===== config.mk =====
export PLATFORM = sky130hd
export DESIGN_NAME = osc_ctrl_top
export DESIGN_NICKNAME = d
export VERILOG_FILES = /design/src/hdl/osc_pkg.sv /design/src/hdl/osc_freq_decode.sv /design/src/hdl/osc_ctrl_top.sv
export VERILOG_INCLUDE_DIRS = /design/src /design/src/hdl
export SDC_FILE = /design/constraint.sdc
export NUM_CORES = 1
export LEC_CHECK = 0
export BUFFER_PORTS_ARGS = -buffer_cell sky130_fd_sc_hd__buf_2
export CAP_MARGIN = 20
export CORE_UTILIZATION = 44
export CTS_CLUSTER_DIAMETER = 60
export DETAILED_ROUTE_END_ITERATION = 6
export PLACE_DENSITY = 0.77
export REMOVE_ABC_BUFFERS = 1
export SETUP_SLACK_MARGIN = 0.3
export SLEW_MARGIN = 5
export SYNTH_ARGS = -nofsm -noshare
export SYNTH_HDL_FRONTEND = slang
export SYNTH_SLANG_ARGS = --single-unit

===== constraint.sdc =====
create_clock -name SYS_CLK -period 2.7 [get_ports SYS_CLK]
set_input_delay 0.54 -clock SYS_CLK [delete_from_list [all_inputs] [get_ports SYS_CLK]]
set_output_delay 0.54 -clock SYS_CLK [all_outputs]
set_load 0.02 [all_outputs]

===== src/hdl/osc_map.svh =====
// osc_map.svh: offsets, field positions, reset values and codes of the oscillator control block
// assumes inclusion by the top module; holds definitions only
//
// Contract
// - bit 7 unimplemented, reads zero
// - codes 1111..1011 give 16 MHz to 1 MHz
// - reset code 0111; lower codes down to 31 kHz
// - bit 2 unimplemented, reads zero
// - source field bits 1:0; code 01 reserved
// - source 1x selects internal oscillator block
// - source 00 selects configuration oscillator
// - reset clears source select field
`ifndef OSC_MAP_SVH
`define OSC_MAP_SVH
`define OSC_CTRL_OFFSET   12'h000
`define OSC_STATUS_OFFSET 12'h004
`define OSC_IFS_LSB       3
`define OSC_IFS_MSB       6
`define OSC_CSS_LSB       0
`define OSC_CSS_MSB       1
`define OSC_IFS_RESET     4'h7
`define OSC_CSS_RESET     2'h0
`define OSC_CSS_RESERVED  2'h1
`define OSC_AXI_OKAY      2'h0
`define OSC_AXI_SLVERR    2'h2
`endif


===== src/hdl/osc_pkg.sv =====
// osc_pkg.sv: types of the oscillator control block
// assumes osc_map.svh on the include path
package osc_pkg;
  // clock source as seen by the clock tree
  typedef enum logic [1:0] {
    OSC_SRC_CONFIG   = 2'b00,
    OSC_SRC_INTERNAL = 2'b01,
    OSC_SRC_LOW      = 2'b10
  } osc_src_e;
  // decoded selection handed to the clock tree
  typedef struct packed {
    osc_src_e    source;
    logic        hf_osc;
    logic [8:0]  div_log2;
    logic [1:0]  cfg_osc;
  } osc_sel_s;
endpackage : osc_pkg


===== src/hdl/osc_freq_decode.sv =====
// osc_freq_decode.sv: maps the frequency select code to oscillator and divider
// assumes a combinational caller; divider is a power of two of the 16 MHz block
`timescale 1ns/1ps
module osc_freq_decode (
  // code in
  input  wire logic [3:0] internal_freq_select,
  // decode out
  output logic             hf_osc,
  output logic [3:0]       div_log2,
  output logic             low_osc
);
  // 1111 -> /1 .. 1000 -> /128 of the high-freq block
  wire       upper_half = internal_freq_select[3];
  wire [3:0] up_div     = 4'hf - internal_freq_select;
  // 0111 -> 500 kHz (/32), 0110 -> /64, 0101 -> /128, 0100 -> /256, 001x -> /512
  wire [3:0] lo_div     = internal_freq_select[2] ? 4'hc - internal_freq_select : 4'h9;
  assign low_osc  = (internal_freq_select[3:1] == 3'b000);
  assign hf_osc   = upper_half;
  assign div_log2 = upper_half ? up_div : (low_osc ? 4'h0 : lo_div);
endmodule : osc_freq_decode


===== src/hdl/osc_ctrl_top.sv =====
// osc_ctrl_top.sv: oscillator control register behind an AXI4-Lite slave
// assumes one 200 MHz clock; configuration oscillator select is a strap from outside the clock domain
//
// The implementer's own choices: the register offsets and register access over AXI4-Lite.
`timescale 1ns/1ps
`include "osc_map.svh"
module osc_ctrl_top
  import osc_pkg::*;
(
  // clock and reset
  input  wire logic        SYS_CLK,
  input  wire logic        RST_N,
  // axi4-lite write address
  input  wire logic [11:0] S_AXI_AWADDR,
  input  wire logic        S_AXI_AWVALID,
  output logic             S_AXI_AWREADY,
  // axi4-lite write data
  input  wire logic [31:0] S_AXI_WDATA,
  input  wire logic [3:0]  S_AXI_WSTRB,
  input  wire logic        S_AXI_WVALID,
  output logic             S_AXI_WREADY,
  // axi4-lite write response
  output logic [1:0]       S_AXI_BRESP,
  output logic             S_AXI_BVALID,
  input  wire logic        S_AXI_BREADY,
  // axi4-lite read address
  input  wire logic [11:0] S_AXI_ARADDR,
  input  wire logic        S_AXI_ARVALID,
  output logic             S_AXI_ARREADY,
  // axi4-lite read data
  output logic [31:0]      S_AXI_RDATA,
  output logic [1:0]       S_AXI_RRESP,
  output logic             S_AXI_RVALID,
  input  wire logic        S_AXI_RREADY,
  // configuration and clock tree
  input  wire logic [1:0]  CONFIG_OSCILLATOR_SELECT,
  output osc_pkg::osc_sel_s CLOCK_SELECT
);
  import osc_pkg::*;

  ////////////////////////////////////////////////////////////////////////////
  logic [3:0] internal_freq_select;
  logic [1:0] clock_source_select;
  logic       aw_held;
  logic       w_held;
  logic [11:0] aw_addr;
  logic [31:0] w_data;
  logic        w_lane0;

  // one write at a time: hold each channel until both arrived
  assign S_AXI_AWREADY = !aw_held && !S_AXI_BVALID;
  assign S_AXI_WREADY  = !w_held && !S_AXI_BVALID;
  wire aw_fire = S_AXI_AWVALID && S_AXI_AWREADY;
  wire w_fire  = S_AXI_WVALID && S_AXI_WREADY;
  wire have_aw = aw_held || aw_fire;
  wire have_w  = w_held || w_fire;
  wire do_write = have_aw && have_w;
  wire [11:0] wr_addr = aw_held ? aw_addr : S_AXI_AWADDR;
  wire [31:0] wr_data = w_held ? w_data : S_AXI_WDATA;
  wire        wr_lane = w_held ? w_lane0 : S_AXI_WSTRB[0];
  wire wr_ctrl = (wr_addr == `OSC_CTRL_OFFSET);
  wire wr_stat = (wr_addr == `OSC_STATUS_OFFSET);
  // only byte lane 0 carries the register; bits 7 and 2 are dropped
  wire [3:0] next_ifs = wr_data[`OSC_IFS_MSB:`OSC_IFS_LSB];
  wire [1:0] next_css = wr_data[`OSC_CSS_MSB:`OSC_CSS_LSB];
  wire ctrl_load = do_write && wr_ctrl && wr_lane;

  always_ff @(posedge SYS_CLK or negedge RST_N) begin
    if (!RST_N) begin
      aw_held <= 1'b0;
      w_held  <= 1'b0;
      aw_addr <= 12'h000;
      w_data  <= 32'h0000_0000;
      w_lane0 <= 1'b0;
    end else begin
      if (aw_fire && !do_write) begin
        aw_held <= 1'b1;
        aw_addr <= S_AXI_AWADDR;
      end else if (do_write) begin
        aw_held <= 1'b0;
      end
      if (w_fire && !do_write) begin
        w_held  <= 1'b1;
        w_data  <= S_AXI_WDATA;
        w_lane0 <= S_AXI_WSTRB[0];
      end else if (do_write) begin
        w_held <= 1'b0;
      end
    end
  end

  ////////////////////////////////////////////////////////////////////////////
  // control fields; reset defaults 500 kHz and configuration source
  always_ff @(posedge SYS_CLK or negedge RST_N) begin
    if (!RST_N) begin
      internal_freq_select <= `OSC_IFS_RESET;
      clock_source_select  <= `OSC_CSS_RESET;
    end else if (ctrl_load) begin
      internal_freq_select <= next_ifs;
      clock_source_select  <= next_css;
    end
  end

  always_ff @(posedge SYS_CLK or negedge RST_N) begin
    if (!RST_N) begin
      S_AXI_BVALID <= 1'b0;
      S_AXI_BRESP  <= `OSC_AXI_OKAY;
    end else if (do_write) begin
      S_AXI_BVALID <= 1'b1;
      S_AXI_BRESP  <= (wr_ctrl || wr_stat) ? `OSC_AXI_OKAY : `OSC_AXI_SLVERR;
    end else if (S_AXI_BREADY) begin
      S_AXI_BVALID <= 1'b0;
    end
  end

  ////////////////////////////////////////////////////////////////////////////
  // read side
  logic hf_osc;
  logic [3:0] div_log2;
  logic low_osc;

  osc_freq_decode u_decode (
    .internal_freq_select (internal_freq_select),
    .hf_osc               (hf_osc),
    .div_log2             (div_log2),
    .low_osc              (low_osc)
  );

  // reads of bits 7 and 2 return zero
  wire [31:0] ctrl_word = {24'h000000, 1'b0, internal_freq_select, 1'b0, clock_source_select};
  wire        src_int   = clock_source_select[1];
  // status: decoded source, oscillator and divider
  wire [31:0] stat_word = {20'h00000, div_log2, 2'b00, low_osc, hf_osc, 2'b00, src_int, !src_int};
  wire rd_ctrl = (S_AXI_ARADDR == `OSC_CTRL_OFFSET);
  wire rd_stat = (S_AXI_ARADDR == `OSC_STATUS_OFFSET);
  wire [31:0] rd_word = rd_ctrl ? ctrl_word : (rd_stat ? stat_word : 32'h0000_0000);
  assign S_AXI_ARREADY = !S_AXI_RVALID;
  wire ar_fire = S_AXI_ARVALID && S_AXI_ARREADY;

  always_ff @(posedge SYS_CLK or negedge RST_N) begin
    if (!RST_N) begin
      S_AXI_RVALID <= 1'b0;
      S_AXI_RDATA  <= 32'h0000_0000;
      S_AXI_RRESP  <= `OSC_AXI_OKAY;
    end else if (ar_fire) begin
      S_AXI_RVALID <= 1'b1;
      S_AXI_RDATA  <= rd_word;
      S_AXI_RRESP  <= (rd_ctrl || rd_stat) ? `OSC_AXI_OKAY : `OSC_AXI_SLVERR;
    end else if (S_AXI_RREADY) begin
      S_AXI_RVALID <= 1'b0;
    end
  end

  ////////////////////////////////////////////////////////////////////////////
  // strap crosses in through three flops; taken only once the last two agree,
  // so a half-changed strap reaches the clock tree only if it holds for two samples or more
  logic [1:0] cfg_meta;
  logic [1:0] cfg_sync;
  logic [1:0] cfg_last;
  logic [1:0] cfg_osc;

  always_ff @(posedge SYS_CLK or negedge RST_N) begin
    if (!RST_N) begin
      cfg_meta <= 2'h0;
      cfg_sync <= 2'h0;
      cfg_last <= 2'h0;
      cfg_osc  <= 2'h0;
    end else begin
      cfg_meta <= CONFIG_OSCILLATOR_SELECT;
      cfg_sync <= cfg_meta;
      cfg_last <= cfg_sync;
      if (cfg_sync == cfg_last) begin
        cfg_osc <= cfg_last;
      end
    end
  end

  ////////////////////////////////////////////////////////////////////////////
  // clock tree selection; reserved 01 falls back to the configuration source
  osc_src_e next_src;
  assign next_src = !src_int ? OSC_SRC_CONFIG
                  : (low_osc ? OSC_SRC_LOW : OSC_SRC_INTERNAL);

  always_ff @(posedge SYS_CLK or negedge RST_N) begin
    if (!RST_N) begin
      CLOCK_SELECT <= '{source: OSC_SRC_CONFIG, hf_osc: 1'b0, div_log2: 9'h000, cfg_osc: 2'h0};
    end else begin
      CLOCK_SELECT.source   <= next_src;
      CLOCK_SELECT.hf_osc   <= hf_osc;
      CLOCK_SELECT.div_log2 <= {5'h00, div_log2};
      CLOCK_SELECT.cfg_osc  <= cfg_osc;
    end
  end
endmodule : osc_ctrl_top


==> results.json <==
{
  "status": "complete, no violations",
  "vias": 1724,
  "slew_headroom": 0.609,
  "cpPeakStageDelay_ns": 0.62,
  "intPower_w": 0.00175,
  "cts_max_path_buffers": 2,
  "criticalPathCategory": "flip-flop to flip-flop",
  "root_buffer": "clkbuf_8",
  "pwr-share-clk": 0.290,
  "ant_nets": 0,
  "wire_per_inst_um": 12.4,
  "cp_max_fo": 9,
  "hp-class": "primary input to async pin",
  "cts_tree": "yes",
  "leakage_nw": 1.50,
  "clock_skew_ns": 0.00669,
  "synth_most_common_cell": "dfrtp_1",
  "combPwrFrac": 0.222,
  "clk-insertion-delay-late_ns": 0.33,
  "grt_pass1_vias": 1658,
  "n_antenna_cell": 0,
  "first_pass_iters": 4,
  "start_util": 0.463,
  "synth.avg_cell_area_um2": 12.3,
  "clock.fmax_mhz": 484,
  "postCtsHoldBufs": 0,
  "io_pins": 124,
  "antenna_found_initial": 0,
  "portBuffers": 65,
  "yosys_warnings": 0,
  "drv_cap": 0,
  "coreArea_um2": 5610,
  "synthToLayoutAreaGrowth_pct": 18.2,
  "drive_gt1_frac": 0.389,
  "cp_num_buf_inv": 0,
  "synth_area_leaders": "dfrtp_1, mux2_2, buf_4",
  "synthDistinctLibCells": 33,
  "placed_area_um2": 2880,
  "yosysSeqAreaShare": 0.561,
  "synth-edff-count": 0,
  "viasPerCell": 4.79,
  "finalMaxSlewViolations": 0,
  "hold_viol_final": 0,
  "netlist_instances": 211,
  "final_core_util": 0.547,
  "ys_seq_elements": 58,
  "crit_path_end_kind": "flip-flop",
  "power.share.sequential": 0.488,
  "setup_viol": 0,
  "cpLargestDelayFamily": "compound AO/OA/AOI/OAI gates",
  "ys.flop_type": "dfrtp_1",
  "grt_overflow_total": 0,
  "period_share": 0.765,
  "numCtsBuffers": 9,
  "grt_max_degree": 32,
  "post_cts_buffers": 0,
  "p_sw_w": 0.000745,
  "async_flop_share": 1.00,
  "synth_area_um2": 2590,
  "synth.largest_area_cell": "dfrtp_1",
  "die_h_um": 78.8,
  "die_x_um": 78.8,
  "fill_cells": 486,
  "critPathLaunchType": "flip-flop",
  "slowest_stage": "a2111oi_4",
  "fin_crit_ns": 2.07,
  "synth.top_cells.by_count": "dfrtp_1, buf_4, mux2_2",
  "htree_levels": 3,
  "synth.top_cell.area_share": 0.530,
  "cts.sinks": 58,
  "design_area_um2": 3070,
  "power_density_nw_per_um2": 814,
  "gp_congestion": 0.789,
  "fin_nets": 353,
  "dp_hpwl_um": 3370,
  "grt_usage": 0.161,
  "required_ns": 2.91,
  "rsz0062_at_grt": "no",
  "fp.dieArea_um2": 6210,
  "drt_iter0_markers": 74,
  "switching_share": 0.299,
  "tightestPinTransition_ns": 0.585,
  "grt_pass1_wl_um": 7510,
  "rows": 27,
  "p_total_w": 0.00250,
  "cts_resized": 0,
  "setup-tns-final_ns": 0,
  "drc": 0,
  "path_cells": "nor4b_2 > nand2_1 > a2111oi_4 > mux2_2",
  "wl_um": 4450,
  "critPathArrivalTime_ns": 2.27,
  "vdd.ir_drop.worst_uv": 419,
  "clkTransAtPathRegs_ns": 0.06
}
-- sequential cells by signal (all words and copies together) (netlist names) --
| register | count |
|---|---|
| aw_addr | 12 |
| S_AXI_RDATA | 10 |
| CLOCK_SELECT | 9 |
| w_data | 6 |
| internal_freq_select | 4 |
| cfg_last | 2 |
| cfg_meta | 2 |
| cfg_osc | 2 |
| cfg_sync | 2 |
| clock_source_select | 2 |
| S_AXI_BRESP | 1 |
| S_AXI_BVALID | 1 |
| S_AXI_RRESP | 1 |
| S_AXI_RVALID | 1 |
| aw_held | 1 |
| w_held | 1 |
| w_lane0 | 1 |
-- final cells by class --
cell class	instances	area (um^2)	area share
Sequential cell	58	1460	0.474
Multi-Input combinational cell	141	976	0.318
Timing Repair Buffer	67	340	0.111
Clock buffer	15	176	0.0575
Tap cell	72	90.1	0.0294
Inverter	6	22.5	0.00734
Clock inverter	1	7.51	0.00245
-- kinds of logic after synthesis --
| group | share of synthesized area |
|---|---|
| other | 0.00145 |
| buffers and inverters | 0.104 |
| adders and majority gates | 0.00482 |
| muxes | 0.155 |
| AOI/OAI and AO/OA | 0.0728 |
| xor gates and xnor gates | 0.00675 |
| and+or+nand+nor | 0.0945 |
| DFF | 0.561 |
-- per-layer routing --
metal | part of all wire | global-route usage | vias up | wire [um]
met2 | 0.47 | 0.259 | 69 | 2110
li1 | - | - | 822 | -
met1 | 0.45 | 0.191 | 825 | 1990
met3 | 0.059 | 0.0517 | 8 | 261
met5 | 0 | 0 | - | 0
met4 | 0.018 | 0.0852 | 0 | 82
-- cells in the final DEF (no fill, tap or decap), types with 2 or more instances in the layout --
cell type,instances
buf_2,65
dfrtp_1,55
conb_1,29
mux2_2,26
nor2_1,13
clkbuf_8,12
mux2i_1,11
nand2_1,9
o21ai_0,8
inv_1,6
a22o_1,6
nor3_1,5
nor4_1,5
a21oi_1,5
nor2b_1,4
nand2b_1,3
clkbuf_1,3
dfstp_2,3
nand3b_1,2
xnor2_1,2
o21a_1,2
buf_4,2
-- metrics by stage --
| stage | setup WS, ns | hold slack, ns | std cells |
|---|---|---|---|
| floorplan | 0.790 | 0.244 | 205 |
| global placement | 0.503 | 0.332 | 344 |
| detailed placement | 0.449 | 0.352 | 344 |
| CTS | 0.611 | 0.0266 | 360 |
| global route | 0.529 | 0.0252 | 360 |
| finish | 0.634 | 0.0385 | 360 |
-- power by group through the flow --
stage | combinational [W] | clock [W] | sequential, W
2_1_floorplan | 0.000382 | 0 | 0.00122
6_report | 0.000553 | 0.000725 | 0.00122
4_1_cts | 0.000561 | 0.000744 | 0.00122
3_3_place_gp | 0.000545 | 0 | 0.00122
5_1_grt | 0.000604 | 0.000785 | 0.00125
3_5_place_dp | 0.000560 | 0 | 0.00124
-- worst register-to-register path, cell delays in order, from the launching register on --
cell,delay [ns]
dfrtp_1,0.54
nor4b_2,0.25
nand2_1,0.14
a2111oi_4,0.62
mux2_2,0.40
-- final timing paths --
path,from,end,slack (ns),cells after the start
max,aw_held,clock_source_select[0],0.63,4
min,RST_N,aw_addr[9],0.04,1
max reg2reg,aw_held,clock_source_select[0],0.63,4
min reg2reg,cfg_meta[0],cfg_sync[0],0.36,0
max in group asynchronous,RST_N,internal_freq_select[2],2.01,2
min in group SYS_CLK,CONFIG_OSCILLATOR_SELECT[1],cfg_meta[1],0.32,1
No activity file was read; power rests on OpenSTA's default activity.
